==> config.mk <==
export PLATFORM = sky130hd
export DESIGN_NAME = eif_ethernet_interrupt_flags
export DESIGN_NICKNAME = d
export VERILOG_FILES = /design/src/hw/eif_pkg.sv /design/src/hw/eif_evt_if.sv /design/src/hw/eif_phy_irq.sv /design/src/hw/eif_tx_abort.sv /design/src/hw/eif_ethernet_interrupt_flags.sv
export SDC_FILE = /design/constraint.sdc
export NUM_CORES = 1
export LEC_CHECK = 0
export BUFFER_PORTS_ARGS = -buffer_cell sky130_fd_sc_hd__buf_2
export CAP_MARGIN = 20
export CORE_MARGIN = 8
export CORE_UTILIZATION = 35
export CTS_CLUSTER_DIAMETER = 40
export DETAILED_ROUTE_END_ITERATION = 16
export GPL_ROUTABILITY_DRIVEN = 0
export HOLD_SLACK_MARGIN = 0.03
export PLACE_DENSITY_LB_ADDON = 0.2
export SYNTH_ARGS = -nofsm -noshare
export SYNTH_HDL_FRONTEND = slang
export SYNTH_SLANG_ARGS = --single-unit
export TNS_END_PERCENT = 5
==> constraint.sdc <==
create_clock -name mclk -period 2.95 [get_ports mclk]
set_input_delay 0.1475 -clock mclk [delete_from_list [all_inputs] [get_ports mclk]]
set_output_delay 0.1475 -clock mclk [all_outputs]
set_load 0.005 [all_outputs]
==> src/hw/eif_pkg.sv <==
// Constants shared by the Ethernet interrupt flag logic
package eif_pkg;

  ////////////////////////////////////////////////////////////////////////////
  // Processor-side register indices
  localparam logic [2:0] IDX_IRQ_ENABLE = 3'h0;
  localparam logic [2:0] IDX_IRQ_FLAGS = 3'h1;
  localparam logic [2:0] IDX_STATUS = 3'h2;
  localparam logic [2:0] IDX_CONTROL_TWO = 3'h3;
  localparam logic [2:0] IDX_PKT_COUNT = 3'h4;

  // Enable and flag bit positions
  localparam int BIT_PKT = 6;
  localparam int BIT_DMA = 5;
  localparam int BIT_LINK = 4;
  localparam int BIT_TX = 3;
  localparam int BIT_TXERR = 1;
  localparam int BIT_RXERR = 0;
  localparam logic [7:0] IRQ_ENABLE_MASK = 8'h7b;
  localparam logic [7:0] IRQ_FLAGS_CLR_MASK = 8'h2b;
  localparam logic [7:0] RESET_BYTE = 8'h00;

  // Status and control bits
  localparam int BIT_BUFFER_ERROR = 6;
  localparam int BIT_TX_ABORT = 1;
  localparam int BIT_PKT_DECREMENT = 6;
  localparam logic [7:0] STATUS_CLR_MASK = 8'h42;

  ////////////////////////////////////////////////////////////////////////////
  // Management-side PHY registers
  localparam logic [4:0] MII_IRQ_ENABLE = 5'h12;
  localparam logic [4:0] MII_IRQ_FLAGS = 5'h13;
  localparam int PHY_BIT_LINK_EN = 4;
  localparam int PHY_BIT_GLOBAL_EN = 1;
  localparam int PHY_BIT_LINK_FLAG = 4;
  localparam int PHY_BIT_GLOBAL_FLAG = 2;
  localparam logic [15:0] PHY_ENABLE_MASK = 16'h0012;
  localparam logic [15:0] RESET_WORD = 16'h0000;

  ////////////////////////////////////////////////////////////////////////////
  // Transmit and receive figures
  localparam logic [4:0] TX_MAX_COLLISIONS = 5'h0f;
  localparam logic [10:0] TX_LATE_BYTES = 11'h040;
  localparam logic [15:0] TX_STATUS_OFFSET = 16'h0001;
  localparam logic [7:0] PKT_COUNT_MAX = 8'hff;

  // Bits that a write of zero clears; writing one leaves them alone
  function automatic logic [7:0] eif_clear_hits(input logic [7:0] wd, input logic [7:0] mask);
    return ~wd & mask;
  endfunction : eif_clear_hits

endpackage : eif_pkg

==> src/hw/eif_evt_if.sv <==
// Event carrier between the flag core and its PHY and abort helpers
`timescale 1ns/10ps
interface eif_evt_if;
  logic linkFlag;
  logic linkQualEn;
  logic txAbort;
  logic txUnderrun;
  modport phy (output linkFlag, output linkQualEn);
  modport txab (output txAbort, output txUnderrun);
  modport core (input linkFlag, input linkQualEn, input txAbort, input txUnderrun);
endinterface : eif_evt_if

==> src/hw/eif_phy_irq.sv <==
// PHY-side interrupt enable and read-to-clear flag registers
`timescale 1ns/10ps
module eif_phy_irq (
  input wire logic mclk,
  input wire logic rst_n,
  eif_evt_if.phy evt,
  input wire logic [4:0] miiAddr,
  input wire logic miiWr,
  input wire logic [15:0] miiWrData,
  input wire logic miiRd,
  output logic [15:0] miiRdData,
  input wire logic phyLinkEvent
);
  import eif_pkg::*;

  logic [15:0] phyEnable_ff;
  logic phyLinkFlag_ff;
  logic phyGlobalFlag_ff;
  logic [15:0] miiRdData_ff;
  logic flagRead;

  assign flagRead = miiRd && (miiAddr == MII_IRQ_FLAGS);

  always_ff @(posedge mclk) begin
    if (!rst_n) begin
      phyEnable_ff <= RESET_WORD;
    end else if (miiWr && (miiAddr == MII_IRQ_ENABLE)) begin
      phyEnable_ff <= miiWrData & PHY_ENABLE_MASK;
    end
  end

  // Event in the read cycle survives, so no change is lost
  always_ff @(posedge mclk) begin
    if (!rst_n) begin
      phyLinkFlag_ff <= 1'b0;
      phyGlobalFlag_ff <= 1'b0;
    end else begin
      if (phyLinkEvent) begin
        phyLinkFlag_ff <= 1'b1;
      end else if (flagRead) begin
        phyLinkFlag_ff <= 1'b0;
      end
      if (phyLinkEvent && phyEnable_ff[PHY_BIT_LINK_EN]) begin
        phyGlobalFlag_ff <= 1'b1;
      end else if (flagRead) begin
        phyGlobalFlag_ff <= 1'b0;
      end
    end
  end

  always_ff @(posedge mclk) begin
    if (!rst_n) begin
      miiRdData_ff <= RESET_WORD;
    end else if (flagRead) begin
      miiRdData_ff <= RESET_WORD;
      miiRdData_ff[PHY_BIT_LINK_FLAG] <= phyLinkFlag_ff;
      miiRdData_ff[PHY_BIT_GLOBAL_FLAG] <= phyGlobalFlag_ff;
    end else if (miiRd && (miiAddr == MII_IRQ_ENABLE)) begin
      miiRdData_ff <= phyEnable_ff;
    end
  end

  assign miiRdData = miiRdData_ff;
  assign evt.linkQualEn = phyEnable_ff[PHY_BIT_LINK_EN] && phyEnable_ff[PHY_BIT_GLOBAL_EN];
  assign evt.linkFlag = phyGlobalFlag_ff && evt.linkQualEn;
endmodule : eif_phy_irq

==> src/hw/eif_tx_abort.sv <==
// Transmit abort detection from collision, deferral, size and underrun events
`timescale 1ns/10ps
module eif_tx_abort #(
  parameter logic [4:0] MAX_COLLISIONS = eif_pkg::TX_MAX_COLLISIONS,
  parameter logic [10:0] LATE_BYTES = eif_pkg::TX_LATE_BYTES
) (
  input wire logic mclk,
  input wire logic rst_n,
  eif_evt_if.txab evt,
  input wire logic txStart,
  input wire logic txCollision,
  input wire logic [10:0] txByteCount,
  input wire logic txDeferLimit,
  input wire logic deferEn,
  input wire logic [15:0] txFrameLength,
  input wire logic [15:0] maxFrameLength,
  input wire logic hugeFrameEn,
  input wire logic perPacketOverride,
  input wire logic perPacketHugeEn,
  input wire logic txUnderrunEvt,
  input wire logic fullDuplex
);
  import eif_pkg::*;

  logic [4:0] collCount_ff;
  logic abort_ff;
  logic underrun_ff;
  logic hugeAllowed;
  logic oversize;
  logic halfCause;
  logic cause;

  always_ff @(posedge mclk) begin
    if (!rst_n || txStart) begin
      collCount_ff <= 5'h00;
    end else if (txCollision && (collCount_ff != MAX_COLLISIONS)) begin
      collCount_ff <= collCount_ff + 5'h01;
    end
  end

  assign hugeAllowed = perPacketOverride ? perPacketHugeEn : hugeFrameEn;
  assign oversize = txStart && (txFrameLength > maxFrameLength) && !hugeAllowed;
  // Shared-medium causes cannot happen on a full-duplex link
  assign halfCause = !fullDuplex && ((txCollision && (collCount_ff == MAX_COLLISIONS))
    || (txCollision && (txByteCount > LATE_BYTES)) || (txDeferLimit && !deferEn));
  assign cause = halfCause || oversize || txUnderrunEvt;

  always_ff @(posedge mclk) begin
    if (!rst_n) begin
      abort_ff <= 1'b0;
      underrun_ff <= 1'b0;
    end else begin
      abort_ff <= cause;
      underrun_ff <= txUnderrunEvt;
    end
  end

  assign evt.txAbort = abort_ff;
  assign evt.txUnderrun = underrun_ff;
endmodule : eif_tx_abort

==> src/hw/eif_ethernet_interrupt_flags.sv <==
// Ethernet interrupt flags, enables, packet count and abort status
`timescale 1ns/10ps
// What this block does
// Eight-bit enable register, six enables at 6,5,4,3,1,0, others zero, reset zero.
// Packet pending flag reads high while packet count is nonzero.
// DMA flag sets on copy or checksum completion; software clears it.
// Link flag read-only, shows PHY link change, cleared by PHY flag read.
// Transmit flag sets on transmit request falling; held until clear or reset.
// Receive error sets on overflow, count already 255, or bandwidth shortage.
// Receive error discards packet; flag clears only by software or reset.
// Interrupt needs flag, its enable and the global enable together.
// Bandwidth shortage also sets buffer error status; other receive errors do not.
// Abort on excess collisions, late collision, deferral, oversize, or underrun.
// Abort sets transmit error flag and transmit flag in the same cycle.
// Abort clears transmit request, sets abort status, writes status at end plus one.
// Software clears buffer error and abort status after handling an abort.
// Full duplex aborts only on oversize or underrun; underrun sets buffer error.
// Software deems transmit good if flag set, no abort, not self-cancelled.
// PHY enable register sixteen bits, link enable bit 4, global bit 1.
// PHY link flag bit 4, global flag bit 2, cleared when read.
// Module link flag mirrors PHY global flag only when both PHY enables set.
// Link interrupt needs module enable, both PHY enables and global enable.
// PHY flag read clears module, global and link flags together.
// All flags but link set on their events whatever the enables.
// Master interrupt request when an enabled flag and global enable are set.
// Interrupt level stays while a qualified flag is set, falls after last clear.
module eif_ethernet_interrupt_flags (
  input wire logic mclk,
  input wire logic rst_n,
  input wire logic [2:0] regAddr,
  input wire logic regWr,
  input wire logic [7:0] regWrData,
  output logic [7:0] regRdData,
  input wire logic ethGlobalEn,
  input wire logic dmaDone,
  input wire logic txRequest,
  input wire logic [15:0] txEndPointer,
  input wire logic rxPacketDone,
  input wire logic rxOverflow,
  input wire logic rxBandwidthErr,
  input wire logic [4:0] miiAddr,
  input wire logic miiWr,
  input wire logic [15:0] miiWrData,
  input wire logic miiRd,
  output logic [15:0] miiRdData,
  input wire logic phyLinkEvent,
  input wire logic txStart,
  input wire logic txCollision,
  input wire logic [10:0] txByteCount,
  input wire logic txDeferLimit,
  input wire logic deferEn,
  input wire logic [15:0] txFrameLength,
  input wire logic [15:0] maxFrameLength,
  input wire logic hugeFrameEn,
  input wire logic perPacketOverride,
  input wire logic perPacketHugeEn,
  input wire logic txUnderrunEvt,
  input wire logic fullDuplex,
  output logic ethIrq,
  output logic rxDiscard,
  output logic txRequestClr,
  output logic txStatusWrite,
  output logic [15:0] txStatusAddr,
  output logic bufferError,
  output logic txAbortStatus
);
  import eif_pkg::*;

  eif_evt_if evt ();

  logic [7:0] irqEnable_ff;
  logic dmaFlag_ff;
  logic txFlag_ff;
  logic txErrFlag_ff;
  logic rxErrFlag_ff;
  logic [7:0] pktCount_ff;
  logic bufErr_ff;
  logic txAbortStat_ff;
  logic txReqPrev_ff;
  logic rxDiscard_ff;
  logic txReqClr_ff;
  logic txStatWr_ff;
  logic [15:0] txStatAddr_ff;
  logic [7:0] regRdData_ff;
  logic [7:0] flagVec;
  logic [7:0] statusVec;
  logic [7:0] qualified;
  logic [7:0] flagClr;
  logic [7:0] statusClr;
  logic txFall;
  logic rxCountFull;
  logic rxErrEvt;
  logic pktInc;
  logic packet_decrement;

  ////////////////////////////////////////////////////////////////////////////
  // Helpers
  eif_phy_irq u_phy_irq (
    .mclk(mclk),
    .rst_n(rst_n),
    .evt(evt.phy),
    .miiAddr(miiAddr),
    .miiWr(miiWr),
    .miiWrData(miiWrData),
    .miiRd(miiRd),
    .miiRdData(miiRdData),
    .phyLinkEvent(phyLinkEvent)
  );

  eif_tx_abort u_tx_abort (
    .mclk(mclk),
    .rst_n(rst_n),
    .evt(evt.txab),
    .txStart(txStart),
    .txCollision(txCollision),
    .txByteCount(txByteCount),
    .txDeferLimit(txDeferLimit),
    .deferEn(deferEn),
    .txFrameLength(txFrameLength),
    .maxFrameLength(maxFrameLength),
    .hugeFrameEn(hugeFrameEn),
    .perPacketOverride(perPacketOverride),
    .perPacketHugeEn(perPacketHugeEn),
    .txUnderrunEvt(txUnderrunEvt),
    .fullDuplex(fullDuplex)
  );

  ////////////////////////////////////////////////////////////////////////////
  // Register writes
  assign flagClr = (regWr && (regAddr == IDX_IRQ_FLAGS)) ?
    eif_clear_hits(regWrData, IRQ_FLAGS_CLR_MASK) : RESET_BYTE;
  assign statusClr = (regWr && (regAddr == IDX_STATUS)) ?
    eif_clear_hits(regWrData, STATUS_CLR_MASK) : RESET_BYTE;
  assign packet_decrement = regWr && (regAddr == IDX_CONTROL_TWO) && regWrData[BIT_PKT_DECREMENT]
    && (pktCount_ff != RESET_BYTE);

  always_ff @(posedge mclk) begin
    if (!rst_n) begin
      irqEnable_ff <= RESET_BYTE;
    end else if (regWr && (regAddr == IDX_IRQ_ENABLE)) begin
      irqEnable_ff <= regWrData & IRQ_ENABLE_MASK;
    end
  end

  ////////////////////////////////////////////////////////////////////////////
  // Event flags; a set in the clear cycle wins
  assign txFall = txReqPrev_ff && !txRequest;

  always_ff @(posedge mclk) begin
    if (!rst_n) begin
      txReqPrev_ff <= 1'b0;
    end else begin
      txReqPrev_ff <= txRequest;
    end
  end

  always_ff @(posedge mclk) begin
    if (!rst_n) begin
      dmaFlag_ff <= 1'b0;
    end else if (dmaDone) begin
      dmaFlag_ff <= 1'b1;
    end else if (flagClr[BIT_DMA]) begin
      dmaFlag_ff <= 1'b0;
    end
  end

  // Abort sets the transmit flag too, without waiting for the request to drop
  always_ff @(posedge mclk) begin
    if (!rst_n) begin
      txFlag_ff <= 1'b0;
    end else if (txFall || evt.txAbort) begin
      txFlag_ff <= 1'b1;
    end else if (flagClr[BIT_TX]) begin
      txFlag_ff <= 1'b0;
    end
  end

  always_ff @(posedge mclk) begin
    if (!rst_n) begin
      txErrFlag_ff <= 1'b0;
    end else if (evt.txAbort) begin
      txErrFlag_ff <= 1'b1;
    end else if (flagClr[BIT_TXERR]) begin
      txErrFlag_ff <= 1'b0;
    end
  end

  assign rxCountFull = rxPacketDone && (pktCount_ff == PKT_COUNT_MAX);
  assign rxErrEvt = rxOverflow || rxBandwidthErr || rxCountFull;

  always_ff @(posedge mclk) begin
    if (!rst_n) begin
      rxErrFlag_ff <= 1'b0;
    end else if (rxErrEvt) begin
      rxErrFlag_ff <= 1'b1;
    end else if (flagClr[BIT_RXERR]) begin
      rxErrFlag_ff <= 1'b0;
    end
  end

  // Errored packet is dropped for good, never counted
  always_ff @(posedge mclk) begin
    if (!rst_n) begin
      rxDiscard_ff <= 1'b0;
    end else begin
      rxDiscard_ff <= rxErrEvt;
    end
  end

  ////////////////////////////////////////////////////////////////////////////
  // Packet count
  assign pktInc = rxPacketDone && !rxErrEvt;

  always_ff @(posedge mclk) begin
    if (!rst_n) begin
      pktCount_ff <= RESET_BYTE;
    end else if (pktInc && !packet_decrement) begin
      pktCount_ff <= pktCount_ff + 8'h01;
    end else if (packet_decrement && !pktInc) begin
      pktCount_ff <= pktCount_ff - 8'h01;
    end
  end

  ////////////////////////////////////////////////////////////////////////////
  // Status bits and abort follow-up
  always_ff @(posedge mclk) begin
    if (!rst_n) begin
      bufErr_ff <= 1'b0;
    end else if (rxBandwidthErr || evt.txUnderrun) begin
      bufErr_ff <= 1'b1;
    end else if (statusClr[BIT_BUFFER_ERROR]) begin
      bufErr_ff <= 1'b0;
    end
  end

  always_ff @(posedge mclk) begin
    if (!rst_n) begin
      txAbortStat_ff <= 1'b0;
    end else if (evt.txAbort) begin
      txAbortStat_ff <= 1'b1;
    end else if (statusClr[BIT_TX_ABORT]) begin
      txAbortStat_ff <= 1'b0;
    end
  end

  // No retry: the request is dropped and only the status vector is written
  always_ff @(posedge mclk) begin
    if (!rst_n) begin
      txReqClr_ff <= 1'b0;
      txStatWr_ff <= 1'b0;
      txStatAddr_ff <= RESET_WORD;
    end else begin
      txReqClr_ff <= evt.txAbort;
      txStatWr_ff <= evt.txAbort;
      if (evt.txAbort) begin
        txStatAddr_ff <= txEndPointer + TX_STATUS_OFFSET;
      end
    end
  end

  ////////////////////////////////////////////////////////////////////////////
  // Interrupt request
  always_comb begin
    flagVec = RESET_BYTE;
    flagVec[BIT_PKT] = (pktCount_ff != RESET_BYTE);
    flagVec[BIT_DMA] = dmaFlag_ff;
    flagVec[BIT_LINK] = evt.linkFlag;
    flagVec[BIT_TX] = txFlag_ff;
    flagVec[BIT_TXERR] = txErrFlag_ff;
    flagVec[BIT_RXERR] = rxErrFlag_ff;
  end

  always_comb begin
    statusVec = RESET_BYTE;
    statusVec[BIT_BUFFER_ERROR] = bufErr_ff;
    statusVec[BIT_TX_ABORT] = txAbortStat_ff;
  end

  // Link flag is already gated by both PHY enables
  assign qualified = flagVec & irqEnable_ff & {8{ethGlobalEn}};
  assign ethIrq = |qualified;

  ////////////////////////////////////////////////////////////////////////////
  // Register reads, one cycle after the address
  always_ff @(posedge mclk) begin
    if (!rst_n) begin
      regRdData_ff <= RESET_BYTE;
    end else if (regAddr == IDX_IRQ_ENABLE) begin
      regRdData_ff <= irqEnable_ff;
    end else if (regAddr == IDX_IRQ_FLAGS) begin
      regRdData_ff <= flagVec;
    end else if (regAddr == IDX_STATUS) begin
      regRdData_ff <= statusVec;
    end else if (regAddr == IDX_PKT_COUNT) begin
      regRdData_ff <= pktCount_ff;
    end else begin
      regRdData_ff <= RESET_BYTE;
    end
  end

  assign regRdData = regRdData_ff;
  assign rxDiscard = rxDiscard_ff;
  assign txRequestClr = txReqClr_ff;
  assign txStatusWrite = txStatWr_ff;
  assign txStatusAddr = txStatAddr_ff;
  assign bufferError = bufErr_ff;
  assign txAbortStatus = txAbortStat_ff;
endmodule : eif_ethernet_interrupt_flags

### Word-level counts from Yosys, hierarchy flattened

Index checks and enable logic that the tools add are counted.
W data, S select, Z words.

* multiplexer cells: 26
* $lt $le $gt $ge: 2
* equality and inequality tests: 9
* add/sub/neg operators: 4
* bitwise operators: 5
* reduce and logical (&&, ||, !) cells: 56

Operator list (number)
* $mux W7: 5
* $logic_and A1 B1 Y1: 24
* $reduce_bool A2 Y1: 10
* $add A16 B1 Y16 const B: 1
* $gt A16 B16 Y1: 1
* $mux W1: 16
* $mux W8: 2
* $gt A11 B7 Y1 const B: 1
* $eq A5 B5 Y1 const B: 2
* $mux W5: 2
* $logic_or A1 B1 Y1: 9
* $add A8 B1 Y8 const B: 1
* $and A7 B8 Y8: 1
* $eq A8 B8 Y1 const B: 1
* $logic_not A1 Y1: 8
* $reduce_bool A8 Y1: 1
* $reduce_or A8 Y1: 1
* $sub A8 B1 Y8 const B: 1
* $and A7 B7 Y7: 1
* $not A7 Y7: 1
* $eq A3 B2 Y1 const B: 2
* $mux W6: 1
* $add A5 B1 Y5 const B: 1
* $eq A5 B4 Y1 const B: 1
* other kinds (7): 8

* register bits: 61
* output and inout port bits: 46
* input bits: 112

### Longest topological paths before layout

Gate-level depths: netlist (run 1).

* word-level depth: 9
* depth in mapped cells: 12
* depth with buffers taken out: 11

### Modules after synthesis

A second synthesis (run 1) with hierarchy kept.

* cell total of the unflattened synthesis: 427
* area total of the unflattened synthesis: 3604.7 µm²

Modules (own cells, without submodules)
* eif_ethernet_interrupt_flags: times used 1, sequential area each 940.9 µm², cells each 283, area each 2423.6 µm²
* eif_tx_abort: times used 1, sequential area each 140.1 µm², cells each 92, area each 737.0 µm²
* eif_phy_irq: times used 1, sequential area each 140.1 µm², cells each 52, area each 444.2 µm²

### Least setup slack after synthesis (run 1)

OpenSTA, ideal clock, no wires.

* path type: in2reg
* start point: input port regAddr[1]
* end point: register pktCount_ff[6]
* required time: 2.823 ns
* path slack: 0.335 ns
* arrival time: 2.488 ns
* buffers on the path: 1
* setup time: 0.127 ns
* cell stages on the path: 12
* path through: clkbuf_1 nor2b_1 and3_1 nand3_1 ha_1 inv_1 ha_1 a21o_1 a21o_1 a21oi_1 nor3_1 or3b_1

* cells in the longest elaborated chain, start to end: 7
* elaborated cells between the ends (all ways): 9
* those cells by class: 1 x eq/ne; 1 x mux; 7 x reduce/logical

RTL lines
* from (decl): RTL line eif_ethernet_interrupt_flags.sv:30 `input wire logic [2:0] regAddr,`
* $eq A3 B2 Y1 (*): RTL line eif_ethernet_interrupt_flags.sv:134 `assign packet_decrement = regWr && (regAddr == IDX_CONTROL_TWO) && regWrData[BIT_PKT_DECREMENT]`
* $logic_and A1 B1 Y1 (*) (2 in series): RTL line eif_ethernet_interrupt_flags.sv:134
* $logic_and A1 B1 Y1 (*): RTL line eif_ethernet_interrupt_flags.sv:135 `&& (pktCount_ff != RESET_BYTE);`
* $logic_not A1 Y1: RTL line eif_ethernet_interrupt_flags.sv:217 `end else if (pktInc && !packet_decrement) begin`
* $logic_and A1 B1 Y1: RTL line eif_ethernet_interrupt_flags.sv:217
* $mux W8 or $reduce_bool A2 Y1 (tied branches)
* to (signal assigned): RTL line eif_ethernet_interrupt_flags.sv:218 `pktCount_ff <= pktCount_ff + 8'h01;`
* to (signal assigned): RTL line eif_ethernet_interrupt_flags.sv:220 `pktCount_ff <= pktCount_ff - 8'h01;`
* to (decl): RTL line eif_ethernet_interrupt_flags.sv:76 `logic [7:0] pktCount_ff;`

Mark *: on every way between the ends. The rest lies on a longest branch, timed or not.
A chain may end at the register's enable or synchronous reset.

### Worst setup path in the final report (run 1)

* start point: register pktCount_ff[3]
* end point: register pktCount_ff[6]

* cells in the longest elaborated chain, start to end: 8
* elaborated cells between the ends (all ways): 16
* those cells by class: 2 x add/sub; 1 x eq/ne; 2 x mux; 11 x reduce/logical

RTL lines
* branches (longest 8 deep; another with $sub A8 B1 Y8)

Parallel ways; which one is timed is not known. The select of a mux whose other input is x is not followed.

==> results of run 1 <==
-- kinds of logic after synthesis --
kind of cell	Yosys count	synth area share (%)
AOI/OAI and AO/OA	78	14.5
xor gates and xnor gates	21	5.25
adders and majority gates	27	9.85
buffers and inverters	57	7.60
DFF	61	34.8
muxes	20	5.71
other	1	0.107
and+or+nand+nor	153	22.2
-- layout by cell type (no fill, tap or decap), types with 4 or more instances in the layout --
cell,synthesis,layout
a211oi_1,14,14
a21o_1,7,7
a21oi_1,26,26
and2_1,4,4
and3_1,6,6
buf_2,0,128
buf_4,14,6
clkbuf_8,0,10
conb_1,1,13
dfxtp_1,61,60
ha_1,26,26
inv_1,27,26
mux2i_1,20,20
nand2_1,16,16
nand2b_1,4,4
nand3_1,18,18
nand4_1,9,9
nor2_1,60,60
nor2b_1,8,8
nor3_1,11,11
o21ai_0,11,11
xnor2_1,13,13
xor2_1,8,8
-- repair_timing --
| item | in CTS | in global routing |
|---|---|---|
| setup endpoints to repair | 0 | 4 |
| endpoints found under the hold margin | 3 | 0 |
| hold buffers | 3 | 0 |
| gates resized for setup | 0 | 5 |
| buffers inserted | 0 | 0 |
-- routing by layer --
metal / GRT usage [%] / part of all wire [%] / vias up / routed length, µm
met5: 0 / 0 / - / 0
met3: 4.38 / 7.3 / 12 / 695
met1: 17.3 / 44 / 1442 / 4170
li1: - / - / 1701 / -
met2: 23.5 / 47 / 99 / 4460
met4: 6.14 / 1.7 / 0 / 161
-- metrics by stage --
step	total power [mW]	hold WS (ns)	util, %
2_1_floorplan	1.19	0.247	-
3_3_place_gp	1.34	0.369	43.6
3_5_place_dp	1.35	0.373	43.6
4_1_cts	2.12	0.0334	46.0
5_1_grt	2.23	0.0403	46.2
6_report	2.10	0.0408	46.2
-- path summary, 6_finish.rpt --
check	start	end	slack (ns)
setup reg to reg	pktCount_ff[3]$_SDFFE_PN0P_	pktCount_ff[6]$_SDFFE_PN0P_	0.24
hold / removal	miiWrData[4]	u_phy_irq.phyEnable_ff[4]$_SDFFE_PN0P_	0.04
hold reg to reg	u_phy_irq.miiRdData[1]$_SDFFE_PP0P_	u_phy_irq.miiRdData[1]$_SDFFE_PP0P_	0.45
setup / recovery	pktCount_ff[3]$_SDFFE_PN0P_	pktCount_ff[6]$_SDFFE_PN0P_	0.24
-- worst min-delay path, stage by stage --
cell and delay, ns:
buf_2 0.08, mux2i_1 0.05, nor2_1 0.07
-- layout make-up --
class / count / share of cell area (%)
Multi-Input combinational cell: 312 / 46.3
Sequential cell: 61 / 27.2
Timing Repair Buffer: 137 / 15.9
Tap cell: 133 / 3.71
Clock buffer: 11 / 3.15
Inverter: 28 / 2.34
Clock inverter: 5 / 1.34
-- sequential cells by signal, summed over array words and instances, names as in the netlist, 2 cells and up --
| signal | cells |
|---|---|
| pktCount_ff | 8 |
| u_phy_irq.phyEnable_ff | 2 |
| u_tx_abort.collCount_ff | 5 |
| u_phy_irq.miiRdData | 3 |
| regRdData | 8 |
| irqEnable_ff | 6 |
| txStatusAddr | 16 |
-- power groups by stage --
stage	registers [mW]	logic (mW)	clock network [mW]
after global placement	0.925	0.414	0
final	0.909	0.427	0.766
after detailed placement	0.926	0.422	0
after global routing	0.915	0.487	0.823
after CTS	0.907	0.428	0.783
after floorplan	0.924	0.264	0
==> flow_metrics.py, run 1 <==
metrics = {
    "status": {
        "status": "finished clean",
    },
    "floorplanning": {
        "rows": 36,
        "design.core.area_um2": 9730,
        "ios": 158,
        "dieArea_um2": 13500,
        "die_h_um": 116,
        "die_x_um": 116,
        "initial_utilization_pct": 36.0,
    },
    "cts": {
        "clk_latency_ns": 0.34,
        "root_buffer": "clkbuf_8",
        "clkTransAtPathRegs_ns": 0.07,
        "htreeDepth": 3,
        "numCtsBuffers": 9,
        "clk_path_buf_depth": 2,
        "numClockSinks": 61,
        "cts_tree": "done",
    },
    "logic_synthesis": {
        "yosysMostFrequentCell": "dfxtp_1",
        "synth_top_area_share_pct": 34.8,
        "synthCells": 418,
        "synthArstFlopShare_pct": 0,
        "synth.area.top_cells": "dfxtp_1 35%, ha_1 9.3%, nor2_1 6.4%",
        "yosysWarnings": 0,
        "synth_edf_count": 0,
        "synth_common_cells": "61 x dfxtp_1, 60 x nor2_1, 27 x inv_1, 26 x a21oi_1, 26 x ha_1",
        "yosysSeqAreaShare_pct": 34.8,
        "syn-cell-area_um2": 3500,
        "avgSynthCellArea_um2": 8.38,
        "synth_area_leader_cell": "dfxtp_1",
        "synth_flop_cell": "dfxtp_1",
        "ys_ff_latch": 61,
        "synth_cell_types": 50,
    },
    "final_layout": {
        "seqCellArea_um2": 1220,
        "n_antenna_cell": 0,
        "fillers": 983,
        "drive_gt1_share_pct": 28.9,
        "final_cells": 687,
        "stdcell_area_um2": 4490,
        "final_nets": 688,
        "multi_input_area_um2": 2080,
        "syn2layout_area_growth_pct": 28.1,
    },
    "sta": {
        "clock_skew_ns": 0.00717,
        "max-slew-margin-rel_pct": 53.9,
        "slew_violations": 0,
        "fmax_mhz": 370,
        "setup_tns_ns": 0,
        "final-hold-violation-count": 0,
        "postLayoutSetupSlackWorst_ns": 0.244,
        "worst_pin_slew_ns": 0.686,
        "post-route-min-period_ns": 2.71,
        "fin_crit_sh_pct": 91.7,
        "finalSetupViolations": 0,
        "rsz0062_at_grt": "false",
    },
    "detailed_routing": {
        "wl_per_cell_um": 13.8,
        "vias": 3254,
        "route.detailed.drc": 0,
        "viasPerCell": 4.74,
        "dr.pass1.iters": 4,
        "final_antenna_net_count": 0,
        "routed_wl_um": 9480,
        "drtIter0Drc": 118,
    },
    "place": {
        "pre_cts_ws_ns": 0.122,
        "io_buffer_count": 128,
        "placed_cells": 668,
        "place_area_um2": 4240,
        "dpl.hpwl_um": 7520,
    },
    "power": {
        "power_frac_clock_pct": 36.4,
        "switching_share_pct": 28.9,
        "leakage_nw": 2.14,
        "power_density_nw_per_um2": 468,
        "p_switching_mw": 0.608,
        "vdd_drop_max_uv": 187,
        "power_frac_comb_pct": 20.3,
        "internal_power_mw": 1.49,
        "pwr-share-seq_pct": 43.2,
    },
    "critical_path": {
        "critPathMaxStageDelay_ns": 0.41,
        "start_kind": "flip-flop",
        "cp_num_buf_inv": 1,
        "arrival_ns": 2.93,
        "critPathRequiredTime_ns": 3.17,
        "cp_slowest_cell": "fa_1",
        "worstRegToRegCells": 11,
        "end_kind": "flip-flop",
        "worstSetupPathType": "reg -> reg",
        "crit_family": "simple AND/OR/NAND/NOR gates",
        "crit_chain": "nor4_2, nand2_1, nand3_1, ha_1, inv_2, fa_1, a21o_1, a21o_1, a21oi_1, nor3_1, or3b_1",
        "cp_common_cell": "a21o_1",
        "cp_max_fo": 8,
        "cp.depth": 11,
    },
    "grt": {
        "grt_pass1_wl_um": 15700,
        "antenna_found_initial": 0,
        "grt_pass1_vias": 3409,
        "grt_usage_pct": 14.4,
        "grt_max_degree": 35,
        "gr-total-overflow": 0,
    },
    "job": {
        "cap_viol_max_count": 0,
    },
    "hold_path": {
        "holdCritPathClass": "in -> reg",
        "holdPathStages": 3,
    },
}
(Power assumes the default switching activity.)
==> inputs of run 2 (changes only) <==
- SYNTH_HIERARCHICAL: unset -> 1
- TNS_END_PERCENT: 5 -> 10
==> run 2 against run 1 <==
Compared with the run above:
- hold slack got worse by 0.00091 ns
- sequential power increased by 0.6%
- final cell count increased by 1.2%
- sequential share of layout area decreased by 0.41 points
- first-iteration DRC count increased by 13%
- clock skew decreased by 0.0012 ns
- critical endpoint unchanged
- largest power group unchanged
==> flow_metrics.py, run 2 <==
metrics = {
    "critical_path": {
        "worstRegToRegCells": 11,
        "critPathRequiredTime_ns": 3.22,
        "crit_chain": "nor4_2, nand2_1, nand3_1, ha_1, inv_2, fa_1, a21o_1, a21oi_1, a2bb2oi_1, nand4_1, o211ai_1",
        "cp_max_fo": 7,
        "cp_slowest_cell": "fa_1",
        "crit_family": "compound AO/OA/AOI/OAI gates",
        "start_kind": "flip-flop",
        "critPathMaxStageDelay_ns": 0.42,
        "arrival_ns": 2.94,
        "cp_num_buf_inv": 1,
        "worstSetupPathType": "reg -> reg",
        "end_kind": "flip-flop",
        "cp.depth": 11,
    },
    "floorplanning": {
        "dieArea_um2": 13800,
        "rows": 37,
        "die_h_um": 117,
        "ios": 158,
        "die_x_um": 117,
        "initial_utilization_pct": 35.5,
        "design.core.area_um2": 10100,
    },
    "job": {
        "cap_viol_max_count": 0,
    },
    "place": {
        "io_buffer_count": 128,
        "placed_cells": 676,
        "dpl.hpwl_um": 7440,
    },
    "sta": {
        "worst_pin_slew_ns": 1.08,
        "final-hold-violation-count": 0,
        "max-slew-margin-rel_pct": 28.2,
        "post-route-min-period_ns": 2.68,
        "clock_skew_ns": 0.00601,
        "slew_violations": 0,
        "setup_tns_ns": 0,
        "fmax_mhz": 374,
        "finalSetupViolations": 0,
        "rsz0062_at_grt": "false",
        "fin_crit_sh_pct": 90.8,
    },
    "hold_path": {
        "holdCritPathClass": "in -> reg",
        "holdPathStages": 3,
    },
    "cts": {
        "cts_setup_buffers": 0,
        "clk_path_buf_depth": 2,
        "root_buffer": "clkbuf_8",
        "htreeDepth": 3,
        "numCtsBuffers": 9,
        "numClockSinks": 61,
        "clkTransAtPathRegs_ns": 0.07,
        "clk_latency_ns": 0.34,
        "cts_tree": "done",
    },
    "final_layout": {
        "syn2layout_area_growth_pct": 26.7,
        "n_antenna_cell": 0,
        "final_nets": 693,
        "largest_reg_flops": 16,
        "mostFrequentLayoutCell": "buf_2",
        "utilization_pct": 45.0,
        "most-common-layout-cells": "128 x buf_2, 60 x dfxtp_1, 43 x nor2_1, 33 x a21oi_1, 27 x inv_1",
        "drive_gt1_share_pct": 29.2,
        "final_cells": 695,
    },
    "logic_synthesis": {
        "syn-cell-area_um2": 3600,
        "avgSynthCellArea_um2": 8.45,
        "yosysWarnings": 6,
        "synthCells": 426,
    },
    "detailed_routing": {
        "routed_wl_um": 9410,
        "final_antenna_net_count": 0,
        "dr.pass1.iters": 4,
        "viasPerCell": 4.87,
        "wl_per_cell_um": 13.5,
        "drtIter0Drc": 133,
        "route.detailed.drc": 0,
        "vias": 3382,
    },
    "power": {
        "power_frac_comb_pct": 21.4,
        "power_density_nw_per_um2": 443,
        "switching_share_pct": 30.2,
        "p_switching_mw": 0.611,
        "vdd_drop_max_uv": 167,
        "leakage_nw": 2.11,
        "internal_power_mw": 1.41,
        "power_frac_clock_pct": 33.4,
        "pwr-share-seq_pct": 45.2,
    },
    "grt": {
        "gr-total-overflow": 0,
        "antenna_found_initial": 0,
        "grt_pass1_vias": 3557,
        "grt_pass1_wl_um": 16100,
        "grt_max_degree": 34,
        "grt_usage_pct": 13.7,
    },
    "status": {
        "status": "finished clean",
    },
}
-- run 2: power groups by stage --
stage	Clock [mW]	Combinational, mW	Sequential, mW
after floorplan	0	0.264	0.925
after global placement	0	0.399	0.940
after detailed placement	0	0.407	0.940
after CTS	0.691	0.411	0.922
after global routing	0.738	0.493	0.921
final	0.674	0.433	0.914
-- run 2: metrics by stage --
step                area, µm²  worst slack, ns  total power, mW  hold WS (ns)
floorplan                3640            0.477             1.19         0.247
global placement         4310            0.200             1.34         0.386
detailed placement       4310            0.134             1.35         0.392
CTS                      4510            0.105             2.02        0.0336
global route             4560           0.0621             2.15        0.0551
finish                   4560            0.273             2.02        0.0399
-- run 2: final timing paths --
kind | start | slack, ns | to
max | pktCount_ff[4]$_SDFFE_PN0P_ | 0.27 | pktCount_ff[6]$_SDFFE_PN0P_
min reg2reg | u_phy_irq/miiRdData[2]$_SDFFE_PN0P_ | 0.46 | u_phy_irq/miiRdData[2]$_SDFFE_PN0P_
min | regWrData[4] | 0.04 | irqEnable_ff[4]$_SDFFE_PN0P_
max reg2reg | pktCount_ff[4]$_SDFFE_PN0P_ | 0.27 | pktCount_ff[6]$_SDFFE_PN0P_
-- run 2: final cells by class --
class / count / area, µm²
Tap cell: 136 / 170
Timing Repair Buffer: 135 / 718
Multi-Input combinational cell: 319 / 2170
Fill cell: 1022 / 5580
Sequential cell: 61 / 1220
Clock buffer: 11 / 141
Inverter: 28 / 105
Clock inverter: 5 / 36.3
-- run 2: routing by layer --
layer | GRT usage [%] | share of wire (%)
met5 | 0 | 0
met4 | 4.95 | 1.4
met2 | 22.4 | 46
met1 | 16.5 | 46
met3 | 4.46 | 6.4
-- run 2: worst reg2reg max path, cell delays in order (launching register included) --
cell and delay, ns:
dfxtp_1 0.37, nor4_2 0.34, nand2_1 0.12, nand3_1 0.10, ha_1 0.24, inv_2 0.12
fa_1 0.42, a21o_1 0.20, a21oi_1 0.23, a2bb2oi_1 0.25, nand4_1 0.12, o211ai_1 0.09
-- run 2: repair_timing --
action	CTS	global route
endpoints found under the hold margin	2	0
gates resized for setup	0	7
setup endpoints to repair	0	3
hold buffers	2	0
==> inputs of run 3 (changes only) <==
- CORE_MARGIN: 8 -> 5
==> run 3 against run 2 <==
Compared with the run above:
- clock power increased by 50%
- sequential share of layout area decreased by 0.69 points
- first-iteration DRC count fell by 24%
- setup slack lost 0.023 ns
- via count down 0.12%
- combinational power hardly changed
==> flow_metrics.py, run 3 (same netlist as run 2, synthesis figures left out) <==
metrics = {
    "status": {
        "status": "finished clean",
    },
    "job": {
        "cap_viol_max_count": 0,
    },
    "sta": {
        "setup_tns_ns": 0,
        "fmax_mhz": 370,
        "fin_crit_sh_pct": 91.5,
        "post-route-min-period_ns": 2.70,
        "worst_pin_slew_ns": 0.574,
        "final-hold-violation-count": 0,
        "clock_skew_ns": 0.0128,
        "max-slew-margin-rel_pct": 61.6,
        "holdWs_ns": 0.0552,
        "slew_violations": 0,
        "finalSetupViolations": 0,
        "rsz0062_at_grt": "false",
    },
    "power": {
        "pwr-share-seq_pct": 38.9,
        "internal_power_mw": 1.76,
        "power_frac_comb_pct": 18.3,
        "leakage_nw": 2.17,
        "vdd_drop_max_uv": 235,
        "switching_share_pct": 25.6,
        "finalPower_mw": 2.36,
        "power_density_nw_per_um2": 504,
        "p_switching_mw": 0.604,
        "power_frac_clock_pct": 42.8,
    },
    "detailed_routing": {
        "drtIter0Drc": 101,
        "route.detailed.drc": 0,
        "routed_wl_um": 8910,
        "viasPerCell": 4.85,
        "final_antenna_net_count": 0,
        "dr.pass1.iters": 4,
        "vias": 3378,
        "wl_per_cell_um": 12.8,
    },
    "critical_path": {
        "worstSetupStartpoint": "pktCount_ff[4]$_SDFFE_PN0P_",
        "r2r_slack_ns": 0.25,
        "r2r_end": "pktCount_ff[6]$_SDFFE_PN0P_",
        "end_kind": "flip-flop",
        "worstRegToRegCells": 11,
        "rr_startpoint": "pktCount_ff[4]$_SDFFE_PN0P_",
        "cp_max_fo": 7,
        "arrival_ns": 2.95,
        "start_kind": "flip-flop",
        "endpoint": "pktCount_ff[6]$_SDFFE_PN0P_",
        "worstSetupPathType": "reg -> reg",
        "critPathRequiredTime_ns": 3.20,
    },
    "cts": {
        "root_buffer": "clkbuf_8",
        "cts_setup_buffers": 0,
        "numClockSinks": 61,
        "numCtsBuffers": 9,
        "cts_tree": "done",
        "clk_path_buf_depth": 2,
        "clkTransAtPathRegs_ns": 0.07,
        "htreeDepth": 3,
        "clk_latency_ns": 0.34,
    },
    "final_layout": {
        "syn2layout_area_growth_pct": 30.0,
        "mostFrequentLayoutCell": "buf_2",
        "final_nets": 695,
        "largest_reg_flops": 16,
        "most-common-layout-cells": "128 x buf_2, 60 x dfxtp_1, 43 x nor2_1, 33 x a21oi_1, 27 x inv_1",
        "stdcell_area_um2": 4680,
        "n_antenna_cell": 0,
        "drive_gt1_share_pct": 29.4,
    },
    "floorplanning": {
        "rows": 37,
        "dieArea_um2": 12400,
        "design.core.area_um2": 10200,
        "die_x_um": 111,
        "die_h_um": 111,
        "ios": 158,
        "initial_utilization_pct": 35.3,
    },
    "grt": {
        "antenna_found_initial": 0,
        "grt_pass1_wl_um": 14600,
        "gr-total-overflow": 0,
        "grt_pass1_vias": 3244,
        "grt_max_degree": 34,
        "grt_usage_pct": 14.0,
    },
    "place": {
        "io_buffer_count": 128,
        "dpl.hpwl_um": 6950,
        "place_area_um2": 4320,
    },
    "hold_path": {
        "holdCritPathClass": "in -> reg",
    },
}
[run 3: power groups by stage]
stage / logic (mW) / clock network (mW) / registers (mW)
floorplan: 0.264 / 0 / 0.925
global placement: 0.397 / 0 / 0.941
detailed placement: 0.401 / 0 / 0.943
CTS: 0.408 / 1.03 / 0.924
global route: 0.491 / 1.07 / 0.925
finish: 0.431 / 1.01 / 0.917
[run 3: layout make-up]
| cell class | instances | area (µm²) |
|---|---|---|
| Clock buffer | 10 | 138 |
| Clock inverter | 6 | 134 |
| Fill cell | 1050 | 5510 |
| Inverter | 28 | 105 |
| Multi-Input combinational cell | 319 | 2170 |
| Sequential cell | 61 | 1220 |
| Tap cell | 136 | 170 |
| Timing Repair Buffer | 137 | 736 |
[run 3: worst min path at each step]
stage,endpoint,startpoint,slack [ns],cells after the start
2_1_floorplan,txStatusAddr[0]$_SDFFE_PN0P_,txEndPointer[0],0.25,1
3_3_place_gp,irqEnable_ff[4]$_SDFFE_PN0P_,regWrData[4],0.38,3
3_5_place_dp,txStatusAddr[0]$_SDFFE_PN0P_,txEndPointer[0],0.39,2
4_1_cts,u_phy_irq/phyEnable_ff[1]$_SDFFE_PN0P_,miiWrData[1],0.04,3
5_1_grt,u_phy_irq/phyEnable_ff[1]$_SDFFE_PN0P_,miiWrData[1],0.05,3
6_report,irqEnable_ff[4]$_SDFFE_PN0P_,regWrData[4],0.06,3
[run 3: metal layers]
metal  wire, µm  up-vias  GRT usage [%]
met3        558       12           3.86
met1       4110     1526           17.9
li1           -     1747              -
met2       4110       93           22.7
met5          0        -              0
met4        129        0           5.11
[run 3: critical path, cell delays in order, from the launching register on]
cell and delay (ns):
dfxtp_1 0.37, nor4_2 0.33, nand2_1 0.11, nand3_1 0.11, ha_1 0.24, inv_2 0.11, fa_1 0.41, a21o_1 0.20
a21oi_1 0.23, a2bb2oi_1 0.25, nand4_1 0.14, o211ai_1 0.11
[run 3: stage by stage]
stage	setup WS, ns	utilization, %	instances
after floorplan	0.477	-	438
final	0.250	45.9	697
after global routing	0.0451	45.9	697
after global placement	0.229	42.4	677
after detailed placement	0.146	42.4	677
after CTS	0.0955	45.4	696
[run 3: timing repair]
| item | 4_1_cts | 5_1_grt |
|---|---|---|
| hold endpoints to repair | 3 | 0 |
| endpoints found under the setup margin | 0 | 4 |
| resized for setup | 0 | 7 |
| hold buffers | 3 | 0 |
